$ cat config.mk
export PLATFORM = sky130hd
export DESIGN_NAME = cpmc_top
export DESIGN_NICKNAME = d
export VERILOG_FILES = /design/src/logic/cpmc_pkg.sv /design/src/logic/cpmc_top.sv
export VERILOG_INCLUDE_DIRS = /design/src /design/src/logic
export SDC_FILE = /design/constraint.sdc
export NUM_CORES = 1
export LEC_CHECK = 0
export BUFFER_PORTS_ARGS = -buffer_cell sky130_fd_sc_hd__buf_2
export CAP_MARGIN = 0
export CORE_ASPECT_RATIO = 0.6
export CORE_UTILIZATION = 36
export DETAILED_ROUTE_END_ITERATION = 16
export PLACE_DENSITY_LB_ADDON = 0.15
export SLEW_MARGIN = 0
export SYNTH_ARGS = -nofsm -noshare
export SYNTH_HDL_FRONTEND = slang
export SYNTH_SLANG_ARGS = --single-unit
$ cat constraint.sdc
create_clock -name aclk -period 1.84 [get_ports aclk]
set_clock_uncertainty 0.05 [all_clocks]
set_input_delay 0.276 -clock aclk [delete_from_list [all_inputs] [get_ports aclk]]
set_output_delay 0.276 -clock aclk [all_outputs]
set_load 0.005 [all_outputs]
$ cat src/logic/cpmc_cfg.svh
// offsets, field positions, reset values and codes of the clock and power mode block
`ifndef CPMC_CFG_SVH
`define CPMC_CFG_SVH

`define CPMC_ADDR_W 12
// register indices; the byte address is four times the index
`define CPMC_IDX_CLOCK_CFG 10'h0a3
`define CPMC_IDX_POWER_MODE 10'h0a4
`define CPMC_IDX_LF_CFG 10'h0ad

`define CPMC_CLOCK_CFG_RESET 8'h00
`define CPMC_POWER_MODE_RESET 8'h00
`define CPMC_LF_SRC_RESET 3'h7

// mcu_clock_config fields
`define CPMC_CC_KEEP_XOSC 7
`define CPMC_CC_PIN_BYPASS 6
`define CPMC_CC_START_HI 5
`define CPMC_CC_START_LO 4
`define CPMC_CC_XOSC_IRQ 3
`define CPMC_CC_FREQ_HI 2
`define CPMC_CC_FREQ_LO 0

// oscillator start codes
`define CPMC_START_BOTH 2'h0
`define CPMC_START_RC 2'h1
`define CPMC_START_XOSC 2'h2
`define CPMC_START_RSVD 2'h3

// low_freq_clock_config source codes
`define CPMC_LF_SLOW_XOSC 3'h0
`define CPMC_LF_SLOW_RC 3'h1
`define CPMC_LF_FROM_XOSC 3'h2
`define CPMC_LF_PIN_ANALOG 3'h3
`define CPMC_LF_PIN_DIGITAL 3'h4
`define CPMC_LF_RSVD_A 3'h5
`define CPMC_LF_RSVD_B 3'h6
`define CPMC_LF_NONE 3'h7

`define CPMC_RESP_OKAY 2'h0
`define CPMC_RESP_SLVERR 2'h2

`endif

$ cat src/logic/cpmc_pkg.sv
// types of the clock and power mode block
package cpmc_pkg;

  typedef enum logic [2:0] {
    PM_OFF = 3'h0,
    PM_DEEP_SLEEP = 3'h1,
    PM_MEM_RET_TIMER_OFF = 3'h2,
    PM_MEM_RET_TIMER_ON = 3'h3,
    PM_REG_RET = 3'h4,
    PM_RSVD_A = 3'h5,
    PM_RSVD_B = 3'h6,
    PM_STANDBY = 3'h7
  } cpmc_mode_type;

  typedef enum logic [2:0] {
    ST_ACTIVE = 3'b001,
    ST_DOWN = 3'b010,
    ST_WAKE = 3'b100
  } cpmc_state_type;

endpackage : cpmc_pkg

$ cat src/logic/cpmc_top.sv
// clock source, divider and power-down mode control with an AXI4-Lite register slave
// What this block does
// - keep crystal on in register retention when bit7
// - bit6 takes clock straight from crystal pin
// - start field picks which fast oscillators run
// - start field applies only after a sleep mode
// - reset zero; RC first, then crystal automatically
// - bit3 enables crystal-ready wakeup and interrupt
// - frequency field divides clock by powers two
// - low-frequency register bit7 shows clock phase
// - low-frequency register bit6 shows clock ready
// - low-frequency register bit3 shows crystal sourcing
// - low-frequency source field selects clock source
// - crystal-derived low clock stops in deep sleeps
// - no start or wake until low clock toggles, except with low source none
// - wake flags clear on read or power-down
// - nonzero, non-reserved mode write enters that power-down mode
// - mode read returns previous power-down mode
// - both register retention variants use code 100
// - register retention wake gives no system reset
`timescale 1ns/1ps
`include "cpmc_cfg.svh"

module cpmc_top (
  input wire logic aclk,
  input wire logic aresetn,
  input wire logic [`CPMC_ADDR_W-1:0] awaddr,
  input wire logic awvalid,
  output logic awready,
  input wire logic [31:0] wdata,
  input wire logic [3:0] wstrb,
  input wire logic wvalid,
  output logic wready,
  output logic [1:0] bresp,
  output logic bvalid,
  input wire logic bready,
  input wire logic [`CPMC_ADDR_W-1:0] araddr,
  input wire logic arvalid,
  output logic arready,
  output logic [31:0] rdata,
  output logic [1:0] rresp,
  output logic rvalid,
  input wire logic rready,
  input wire logic fast_crystal_osc_ready,
  input wire logic low_freq_clock_level,
  input wire logic wake_pin,
  input wire logic wake_tick,
  input wire logic wake_comp,
  output logic fast_crystal_osc_en,
  output logic fast_rc_osc_en,
  output logic mcu_clk_from_pin,
  output logic mcu_clk_from_crystal,
  output logic [7:0] mcu_clk_div_ratio,
  output logic [2:0] low_freq_src_sel,
  output logic low_freq_clock_en,
  output logic mcu_clock_run,
  output logic wake_system_reset,
  output logic crystal_ready_irq,
  output logic [2:0] power_mode_now
);

  logic [7:0] mcu_clock_config, w_data_held, rd_byte;
  logic [1:0] start_applied, next_start;
  logic [2:0] lf_src, prev_mode, cur_mode, wr_mode;
  logic [9:0] wr_idx, rd_idx;
  logic [`CPMC_ADDR_W-1:0] aw_addr_held;
  logic flag_pin, flag_tick, flag_comp, lf_level, lf_ready, xosc_ready_d;
  logic aw_held, w_lane0, w_held, wr_fire, wr_mapped, rd_fire, rd_pwr, rd_mapped, mode_go;
  logic xosc_rise, wake_any, wake_done, next_xosc_en, next_rc_en, next_lf_en;
  cpmc_pkg::cpmc_state_type state, next_state;

  // write address and write data are caught independently, in either order
  assign wr_fire = aw_held && w_held && !bvalid;
  assign wr_idx = aw_addr_held[`CPMC_ADDR_W-1:2];
  assign wr_mapped = (wr_idx == `CPMC_IDX_CLOCK_CFG) || (wr_idx == `CPMC_IDX_POWER_MODE) ||
                     (wr_idx == `CPMC_IDX_LF_CFG);
  assign rd_fire = arvalid && arready;
  assign rd_idx = araddr[`CPMC_ADDR_W-1:2];
  assign rd_pwr = rd_fire && (rd_idx == `CPMC_IDX_POWER_MODE);
  assign wr_mode = w_data_held[2:0];
  // nonzero, non-reserved mode write while running
  assign mode_go = wr_fire && w_lane0 && (wr_idx == `CPMC_IDX_POWER_MODE) &&
                   (state == cpmc_pkg::ST_ACTIVE) && (wr_mode != cpmc_pkg::PM_OFF) &&
                   (wr_mode != cpmc_pkg::PM_RSVD_A) && (wr_mode != cpmc_pkg::PM_RSVD_B);
  assign xosc_rise = fast_crystal_osc_ready && !xosc_ready_d &&
                     mcu_clock_config[`CPMC_CC_XOSC_IRQ];
  assign wake_any = wake_pin || wake_tick || wake_comp || xosc_rise;
  // wake completes once the low clock toggles, or at once with low source none
  assign wake_done = (lf_src == `CPMC_LF_NONE) || lf_ready;

  always_ff @(posedge aclk) begin
    if (!aresetn) begin
      awready <= 1'b1;
      aw_held <= 1'b0;
      aw_addr_held <= '0;
    end else if (awvalid && awready) begin
      awready <= 1'b0;
      aw_held <= 1'b1;
      aw_addr_held <= awaddr;
    end else if (bvalid && bready) begin
      awready <= 1'b1;
      aw_held <= 1'b0;
    end
  end

  always_ff @(posedge aclk) begin
    if (!aresetn) begin
      wready <= 1'b1;
      w_held <= 1'b0;
      w_data_held <= 8'h00;
      w_lane0 <= 1'b0;
    end else if (wvalid && wready) begin
      wready <= 1'b0;
      w_held <= 1'b1;
      w_data_held <= wdata[7:0];
      w_lane0 <= wstrb[0];
    end else if (bvalid && bready) begin
      wready <= 1'b1;
      w_held <= 1'b0;
    end
  end

  always_ff @(posedge aclk) begin
    if (!aresetn) begin
      bvalid <= 1'b0;
      bresp <= `CPMC_RESP_OKAY;
    end else if (wr_fire) begin
      bvalid <= 1'b1;
      bresp <= wr_mapped ? `CPMC_RESP_OKAY : `CPMC_RESP_SLVERR;
    end else if (bready) begin
      bvalid <= 1'b0;
    end
  end

  always_comb begin
    rd_mapped = 1'b1;
    rd_byte = 8'h00;
    if (rd_idx == `CPMC_IDX_CLOCK_CFG) begin
      rd_byte = mcu_clock_config;
    end else if (rd_idx == `CPMC_IDX_POWER_MODE) begin
      // mode field reads back the previous mode
      rd_byte = {flag_pin, flag_tick, flag_comp, 2'b00, prev_mode};
    end else if (rd_idx == `CPMC_IDX_LF_CFG) begin
      rd_byte = {lf_level, lf_ready, 2'b00, mcu_clk_from_crystal, lf_src};
    end else begin
      rd_mapped = 1'b0;
    end
  end

  always_ff @(posedge aclk) begin
    if (!aresetn) begin
      arready <= 1'b1;
      rvalid <= 1'b0;
      rdata <= 32'h00000000;
      rresp <= `CPMC_RESP_OKAY;
    end else if (rd_fire) begin
      arready <= 1'b0;
      rvalid <= 1'b1;
      rdata <= {24'h000000, rd_byte};
      rresp <= rd_mapped ? `CPMC_RESP_OKAY : `CPMC_RESP_SLVERR;
    end else if (rvalid && rready) begin
      arready <= 1'b1;
      rvalid <= 1'b0;
    end
  end

  always_ff @(posedge aclk) begin
    if (!aresetn) begin
      mcu_clock_config <= `CPMC_CLOCK_CFG_RESET;
    end else if (wr_fire && w_lane0 && (wr_idx == `CPMC_IDX_CLOCK_CFG)) begin
      mcu_clock_config <= w_data_held;
    end
  end

  always_ff @(posedge aclk) begin
    if (!aresetn) begin
      lf_src <= `CPMC_LF_SRC_RESET;
    end else if (wr_fire && w_lane0 && (wr_idx == `CPMC_IDX_LF_CFG) &&
                 (w_data_held[2:0] != `CPMC_LF_RSVD_A) &&
                 (w_data_held[2:0] != `CPMC_LF_RSVD_B)) begin
      lf_src <= w_data_held[2:0];
    end
  end

  // start field takes effect on entry to a retention or deep sleep mode
  always_ff @(posedge aclk) begin
    if (!aresetn) begin
      start_applied <= `CPMC_START_BOTH;
    end else if (mode_go && (wr_mode != cpmc_pkg::PM_STANDBY) &&
                 (mcu_clock_config[`CPMC_CC_START_HI:`CPMC_CC_START_LO] != `CPMC_START_RSVD)) begin
      start_applied <= mcu_clock_config[`CPMC_CC_START_HI:`CPMC_CC_START_LO];
    end
  end

  always_comb begin
    next_state = state;
    unique case (state)
      cpmc_pkg::ST_ACTIVE: begin
        if (mode_go) begin
          next_state = cpmc_pkg::ST_DOWN;
        end
      end
      cpmc_pkg::ST_DOWN: begin
        if (wake_any) begin
          next_state = cpmc_pkg::ST_WAKE;
        end
      end
      cpmc_pkg::ST_WAKE: begin
        if (wake_done) begin
          next_state = cpmc_pkg::ST_ACTIVE;
        end
      end
      default: next_state = cpmc_pkg::ST_ACTIVE;
    endcase
  end

  always_ff @(posedge aclk) begin
    if (!aresetn) begin
      state <= cpmc_pkg::ST_WAKE;
    end else begin
      state <= next_state;
    end
  end

  // code 100 serves both register retention variants
  always_ff @(posedge aclk) begin
    if (!aresetn) begin
      cur_mode <= cpmc_pkg::PM_OFF;
      prev_mode <= cpmc_pkg::PM_OFF;
    end else if (mode_go) begin
      cur_mode <= wr_mode;
      prev_mode <= wr_mode;
    end else if ((state == cpmc_pkg::ST_WAKE) && wake_done) begin
      cur_mode <= cpmc_pkg::PM_OFF;
    end
  end

  // flags set on wake, cleared by read or power-down; set wins
  always_ff @(posedge aclk) begin
    if (!aresetn) begin
      flag_pin <= 1'b0;
      flag_tick <= 1'b0;
      flag_comp <= 1'b0;
    end else if (state == cpmc_pkg::ST_DOWN) begin
      flag_pin <= flag_pin || wake_pin;
      flag_tick <= flag_tick || wake_tick;
      flag_comp <= flag_comp || wake_comp;
    end else if (mode_go || rd_pwr) begin
      flag_pin <= 1'b0;
      flag_tick <= 1'b0;
      flag_comp <= 1'b0;
    end
  end

  always_comb begin
    next_start = start_applied;
    if (next_state == cpmc_pkg::ST_DOWN && mode_go && (wr_mode != cpmc_pkg::PM_STANDBY) &&
        (mcu_clock_config[`CPMC_CC_START_HI:`CPMC_CC_START_LO] != `CPMC_START_RSVD)) begin
      next_start = mcu_clock_config[`CPMC_CC_START_HI:`CPMC_CC_START_LO];
    end
    next_xosc_en = (next_start == `CPMC_START_BOTH) || (next_start == `CPMC_START_XOSC);
    next_rc_en = (next_start == `CPMC_START_BOTH) || (next_start == `CPMC_START_RC);
    if (next_state == cpmc_pkg::ST_DOWN) begin
      if (mode_go ? (wr_mode == cpmc_pkg::PM_REG_RET) : (cur_mode == cpmc_pkg::PM_REG_RET)) begin
        next_xosc_en = next_xosc_en && mcu_clock_config[`CPMC_CC_KEEP_XOSC];
        next_rc_en = 1'b0;
      end else if (mode_go ? (wr_mode != cpmc_pkg::PM_STANDBY)
                           : (cur_mode != cpmc_pkg::PM_STANDBY)) begin
        next_xosc_en = 1'b0;
        next_rc_en = 1'b0;
      end
    end
    // crystal-derived low clock follows the crystal
    next_lf_en = (lf_src != `CPMC_LF_NONE) &&
                 !((lf_src == `CPMC_LF_FROM_XOSC) && !next_xosc_en);
  end

  always_ff @(posedge aclk) begin
    if (!aresetn) begin
      fast_crystal_osc_en <= 1'b1;
      fast_rc_osc_en <= 1'b1;
      low_freq_clock_en <= 1'b0;
    end else begin
      fast_crystal_osc_en <= next_xosc_en;
      fast_rc_osc_en <= next_rc_en;
      low_freq_clock_en <= next_lf_en;
    end
  end

  // ready once an edge is seen on the running low clock
  always_ff @(posedge aclk) begin
    if (!aresetn) begin
      lf_level <= 1'b0;
      lf_ready <= 1'b0;
    end else begin
      lf_level <= low_freq_clock_level;
      if (!low_freq_clock_en || (wr_fire && w_lane0 && (wr_idx == `CPMC_IDX_LF_CFG))) begin
        lf_ready <= 1'b0;
      end else if (low_freq_clock_level != lf_level) begin
        lf_ready <= 1'b1;
      end
    end
  end

  always_ff @(posedge aclk) begin
    if (!aresetn) begin
      xosc_ready_d <= 1'b0;
      crystal_ready_irq <= 1'b0;
    end else begin
      xosc_ready_d <= fast_crystal_osc_ready;
      crystal_ready_irq <= xosc_rise;
    end
  end

  // pin bypass; switch to crystal once it runs
  always_ff @(posedge aclk) begin
    if (!aresetn) begin
      mcu_clk_from_pin <= 1'b0;
      mcu_clk_from_crystal <= 1'b0;
    end else begin
      mcu_clk_from_pin <= mcu_clock_config[`CPMC_CC_PIN_BYPASS];
      mcu_clk_from_crystal <= next_xosc_en && fast_crystal_osc_ready;
    end
  end

  // ratio is two to the power of the code
  always_ff @(posedge aclk) begin
    if (!aresetn) begin
      mcu_clk_div_ratio <= 8'h01;
    end else begin
      mcu_clk_div_ratio <= 8'h01 << mcu_clock_config[`CPMC_CC_FREQ_HI:`CPMC_CC_FREQ_LO];
    end
  end

  // only deep sleep and memory retention wake through reset
  always_ff @(posedge aclk) begin
    if (!aresetn) begin
      wake_system_reset <= 1'b0;
      mcu_clock_run <= 1'b0;
      low_freq_src_sel <= `CPMC_LF_SRC_RESET;
      power_mode_now <= cpmc_pkg::PM_OFF;
    end else begin
      wake_system_reset <= (state == cpmc_pkg::ST_WAKE) && wake_done &&
                           ((cur_mode == cpmc_pkg::PM_DEEP_SLEEP) ||
                            (cur_mode == cpmc_pkg::PM_MEM_RET_TIMER_OFF) ||
                            (cur_mode == cpmc_pkg::PM_MEM_RET_TIMER_ON));
      mcu_clock_run <= (next_state == cpmc_pkg::ST_ACTIVE);
      low_freq_src_sel <= lf_src;
      power_mode_now <= mode_go ? wr_mode :
                        ((state == cpmc_pkg::ST_WAKE) && wake_done) ? cpmc_pkg::PM_OFF : cur_mode;
    end
  end

endmodule : cpmc_top

==> out/results.ini, run 1 <==
[place]
place_inst=606
port_buffers=77
post_dp_area_um2=4098
finalWeightedCongestion=0.7723
half_perimeter_wire_length_after_placement_um=6204

[power_and_ir_drop]
vdd_drop_max_uv=690.5
cellLeakagePower_nw=1.964
power_density_nw_per_um2=913.8

[die]
io_pins=135
fp.dieW_um=129.3
starting_density_of_the_core_pct=37.67
die-height_um=78.37
core_area_um2=9290
die_area_um2=10130
rows=27

[drt]
drt_initial_violations=221
avgRoutedWirePerCell_um=13.36
drt.antenna.violating_nets=0
number_of_detailed_routing_iterations_run_before_antenna_repair=4
vias_per_cell=4.828
routed-via-count=3003
routed_wl_um=8310
drt_drc_violations_left=0

[timing]
layout_worst_path_cycle_share_pct=94.38
finalSetupViolations=0
report.final.hold_viol_count=0
fin_tns_setup_ns=0
finalMaxSlewViolations=0
timing.final.crit_period_ns=1.737
hold-worst-slack_ns=0.1183
timing.fmax_mhz=575.8

[setup_path]
crit_path_start_kind=register
worst_r2r_path_depth=6
worstReg2RegStart=aw_addr_held[6]
worst_flop_to_flop_path_endpoint=lf_src[0]
regToRegSetupSlack_ns=0.10
critPathRequiredTime_ns=2.01
critical_path_fanout_max=10
crit_path_end_kind=register
timing_worst_setup_path_type=register to register
worst-endpoint-arrival_ns=1.91

[cells_and_area]
finish.utilization_pct=47.45
antenna_cells_inserted=0
final_cell_mix=83 x sky130_fd_sc_hd__dfxtp_1, 77 x sky130_fd_sc_hd__buf_2, 66 x sky130_fd_sc_hd__nand2_1
layout.cell_area.non_filler_um2=4408
most_common_cell_after_layout_fill_and_taps_aside=sky130_fd_sc_hd__dfxtp_1
post_layout_nonfiller_instances=622
area.growth.synth_to_final_pct=25.96
area.sequential_um2=1662
post_route_cells_drive_above_1_share_pct=25.81
fin_nets=559
multi_input_combinational_cell_area_um2=1675
fillers=917

[synth]
netlist_instances=389
synth.avg_cell_area_um2=8.996
synth-main-ff-cell=sky130_fd_sc_hd__dfxtp_1
yosys_register_bits=83
synth_edf_count=0
synth_area_um2=3500
synth.yosys.warnings=0
synth.lib_cells_used.distinct=45
synth_seq_area_share_pct=47.48
synthArstFlopShare_pct=0

[min_path]
min-delay-path-class=input port to register
capture_endpoint_of_the_worst_hold_path=lf_level
holdPathStages=2
hp-start=low_freq_clock_level

[clocking]
cts_buf_count=9
htree_levels=3
cts.path.max_buffers=2
root_buffer_cell=sky130_fd_sc_hd__clkbuf_16
cts_tree=built
cts_num_sinks=83
post_cts_hold_buffer_count=0
clock_latency_ns=0.34
clk_pin_slew_ns=0.06

[run]
cap_viol_max_count=0

[global_routing]
grt_first_pass_wirelength_um=13290
overflow=0
grt_start_max_net_pins=43
grt_pass1_vias=2633
grt_use_total_pct=17.47
grt_antenna_before_repair=0

[outcome]
outcome=finished clean

==> what timing repair did <==
item | CTS | global route
setup buffers | 0 | 0
endpoints found under the setup margin | 0 | 11
gates resized for setup | 0 | 1
==> worst max path at each step <==
stage,from,end,slack (ns),cells after the start
2_1_floorplan,aw_addr_held[2],power_mode_now[0],0.25,5
3_3_place_gp,aw_addr_held[3],low_freq_clock_en,0.09,7
3_5_place_dp,araddr[11],rdata[4],0.009,7
4_1_cts,aw_addr_held[3],start_applied[1],0.08,5
5_1_grt,aw_addr_held[3],prev_mode[0],-0.004,6
6_report,aw_addr_held[6],lf_src[0],0.10,6
==> cell type report <==
cell class                 count  share of cell area (%)
inverter                       3                  0.2555
multi-input combinational    287                   38.01
sequential                    83                   37.70
clock buffer                  10                   5.422
timing repair buffer         103                   13.45
clock inverter                 6                   1.476
tap                          130                   3.690
==> registers in the layout (all words and copies together), names as in the netlist, 2 cells and up <==
register / cells
start_applied: 2
mcu_clk_div_ratio: 8
power_mode_now: 3
w_data_held: 8
mcu_clock_config: 8
rdata: 8
aw_addr_held: 10
prev_mode: 3
lf_src: 3
low_freq_src_sel: 3
state: 3
==> power breakdown <==
part | internal (mW) | switching [mW] | leakage, nW
combinational | 0.133 | 0.164 | 1.15
clock | 1.08 | 0.749 | 0.137
sequential | 1.86 | 0.0414 | 0.677
==> critical path: stages, from the launching register on <==
cell and delay [ns]:
sky130_fd_sc_hd__dfxtp_1 0.31, sky130_fd_sc_hd__nand4bb_1 0.24, sky130_fd_sc_hd__nor3_4 0.13, sky130_fd_sc_hd__buf_4 0.19, sky130_fd_sc_hd__and4_1 0.27, sky130_fd_sc_hd__nor2_1 0.06, sky130_fd_sc_hd__o41ai_1 0.37
==> metal layers <==
metal | GRT usage (%) | vias up | routed length, um
li1 | - | 1506 | -
met1 | 25.20 | 1408 | 4286
met2 | 23.55 | 79 | 3434
met3 | 5.999 | 10 | 507
met4 | 6.353 | 0 | 81
met5 | 0 | - | 0
==> metrics by stage <==
| stage | power (mW) | setup slack [ns] |
|---|---|---|
| 5_1_grt | 4.186 | -0.004034 |
| 3_3_place_gp | 2.226 | 0.08773 |
| 4_1_cts | 4.058 | 0.08459 |
| 2_1_floorplan | 2.134 | 0.2525 |
| 3_5_place_dp | 2.235 | 0.009092 |
| 6_report | 4.028 | 0.1034 |
==> cells in the mapped netlist (all sizes together) (4+ instances only) <==
master | number | area (um^2)
o21ai | 16 | 80.08
nand2 | 66 | 247.7
a21boi | 28 | 210.2
nand2b | 11 | 68.82
nor3 | 5 | 36.29
dfxtp | 83 | 1662
a221oi | 7 | 61.31
a21oi | 20 | 100.1
and2 | 6 | 37.54
buf | 28 | 202.7
nand3 | 8 | 40.04
nor2 | 21 | 78.83
clkbuf | 13 | 48.80
nand4 | 5 | 37.53
mux2i | 8 | 80.08
and3 | 4 | 25.02
nor2b | 13 | 81.33
nor3b | 4 | 30.03
a31oi | 5 | 31.28
nor4b | 5 | 58.80
==> logic make-up after synthesis <==
kind of cell,share of synthesized area [%]
AO/OA/AOI/OAI,17.81
XOR/XNOR,1.001
buffers and inverters,7.508
flip-flops,47.48
multiplexers,2.288
other,0.1072
AND/OR/NAND/NOR,23.81
Note: power is estimated with default switching activity, not from simulation.
==> inputs of run 2 (changes only) <==
CORE_ASPECT_RATIO = 1.75   (was 0.6)
==> run 2 against run 1 <==
Against the previous run: highest routed layer unchanged; final cell count shrank 0.32%; clock-buffer cell count grew 2; final area grew 1.2%; clock power grew 3%.
==> out/results.ini, run 2 (same netlist as run 1, synthesis figures left out) <==
[outcome]
outcome=finished clean

[timing]
layout_worst_path_cycle_share_pct=92.27
finalMaxSlewViolations=0
fin_tns_setup_ns=0
timing.final.ws_setup_ns=0.1423
unrepaired_setup_endpoints_after_global_routing=no
report.final.hold_viol_count=0
timing.final.crit_period_ns=1.698
timing.fmax_mhz=589.0
finalSetupViolations=0

[cells_and_area]
largest_register_ff_count=10
area.sequential_um2=1662
finish.utilization_pct=47.10
fin_nets=565
most_common_cell_after_layout_fill_and_taps_aside=sky130_fd_sc_hd__dfxtp_1
top_register=aw_addr_held
post_layout_nonfiller_instances=620
multi_input_combinational_cell_area_um2=1675
antenna_cells_inserted=0
final_cell_mix=83 x sky130_fd_sc_hd__dfxtp_1, 77 x sky130_fd_sc_hd__buf_2, 66 x sky130_fd_sc_hd__nand2_1
post_route_cells_drive_above_1_share_pct=26.31
layout.cell_area.non_filler_um2=4459
fillers=935
area.growth.synth_to_final_pct=27.42

[clocking]
htree_levels=3
root_buffer_cell=sky130_fd_sc_hd__clkbuf_16
cts_tree=built
cts.path.max_buffers=2
clock_latency_ns=0.33
clk_pin_slew_ns=0.06
cts_buf_count=9
post_cts_hold_buffer_count=0
cts_num_sinks=83

[power_and_ir_drop]
cellLeakagePower_nw=2.017
p_seq_share_pct=46.4
vdd_drop_max_uv=707.6
power.share.clock_pct=46.3
p_sw_share_pct=21.24
pwr-share-comb_pct=7.3
p_int_mw=3.219
power_density_nw_per_um2=916.4
power.net_switching_mw=0.8678

[setup_path]
worst_r2r_path_depth=5
crit_path_start_kind=register
cp_cell_sequence=nand4bb_1, nor3_4, and4_1, nor2_1, o41ai_1
worst-endpoint-arrival_ns=1.87
critPathRequiredTime_ns=2.01
critical_path.max_stage_delay_ns=0.37
crit_path_end_kind=register
critical_path_fanout_max=4
timing_worst_setup_path_type=register to register
library_cell_contributing_the_largest_single_delay_on_the_critical_path=sky130_fd_sc_hd__o41ai_1

[place]
place_inst=602
post_dp_area_um2=4118
finalWeightedCongestion=0.7770
preCtsSetupSlack_ns=0.02825
half_perimeter_wire_length_after_placement_um=6084
port_buffers=77

[drt]
drt_drc_violations_left=0
vias_per_cell=4.794
number_of_detailed_routing_iterations_run_before_antenna_repair=4
avgRoutedWirePerCell_um=13.02
drt_initial_violations=141
drt.antenna.violating_nets=0
routed-via-count=2972
routed_wl_um=8074

[global_routing]
overflow=0
grt_start_max_net_pins=77
grt_antenna_before_repair=0
grt_pass1_vias=2837
grt_first_pass_wirelength_um=13310
grt_use_total_pct=16.86

[die]
starting_density_of_the_core_pct=36.96
io_pins=135
die_area_um2=10130
die-height_um=132.4
core_area_um2=9468
fp.dieW_um=76.53
rows=47

[run]
cap_viol_max_count=0

[min_path]
holdPathStages=3
min-delay-path-class=input port to register

==> run 2: changes by cell type in the layout (fill, tap and decap cells not counted), sizes merged <==
| cell | previous run | this run |
|---|---|---|
| buf | 103 | 109 |
| bufinv | 1 | 2 |
| clkbuf | 10 | 12 |
| clkinv | 1 | 2 |
| clkinvlp | 4 | 0 |
==> run 2: layout make-up <==
cell class	instances	share of cell area (%)
Inverter	3	0.2525
Sequential cell	83	37.26
Timing Repair Buffer	109	14.31
Tap cell	122	3.423
Clock inverter	4	1.655
Multi-Input combinational cell	287	37.57
Clock buffer	12	5.527
==> run 2: repair_timing <==
action / 4_1_cts / 5_1_grt
setup endpoints to repair: 0 / 12
resized for setup: 0 / 1
setup buffers: 0 / 2
hold endpoints to repair: 0 / 0
==> run 2: path summary, 6_finish.rpt <==
kind                                             start               to  slack, ns
worst max register to register         aw_addr_held[6]        lf_src[1]       0.14
worst max-delay path                   aw_addr_held[6]        lf_src[1]       0.14
worst min-delay path            fast_crystal_osc_ready     xosc_ready_d       0.14
worst min register to register         aw_addr_held[6]  aw_addr_held[6]       0.41
==> run 2: power groups by stage <==
| stage | combinational, mW | sequential [mW] | clock (mW) |
|---|---|---|---|
| 4_1_cts | 0.300 | 1.90 | 1.96 |
| 2_1_floorplan | 0.204 | 1.93 | 0 |
| 3_5_place_dp | 0.299 | 1.94 | 0 |
| 5_1_grt | 0.339 | 1.90 | 2.04 |
| 6_report | 0.298 | 1.90 | 1.89 |
| 3_3_place_gp | 0.295 | 1.94 | 0 |
==> run 2: metal layers <==
metal | share of wire, % | vias up | track usage [%]
li1 | - | 1521 | -
met1 | 39 | 1350 | 17.40
met3 | 3.7 | 8 | 3.310
met2 | 55 | 93 | 31.98
met4 | 2.1 | 0 | 7.799
met5 | 0 | - | 0
==> run 2: metrics by stage <==
step | power, mW | hold WS, ns
after floorplan | 2.134 | 0.3375
after CTS | 4.157 | 0.1273
after global placement | 2.231 | 0.3957
after global routing | 4.282 | 0.1370
after detailed placement | 2.237 | 0.4021
final | 4.087 | 0.1424
==> run 2: worst max-delay path: cells and delay by family, from the launching register on <==
| kind | cells | cell delay (ns) |
|---|---|---|
| AND/OR/NAND/NOR | 4 | 0.87 |
| AO/OA/AOI/OAI | 1 | 0.37 |
| flip-flops | 1 | 0.30 |
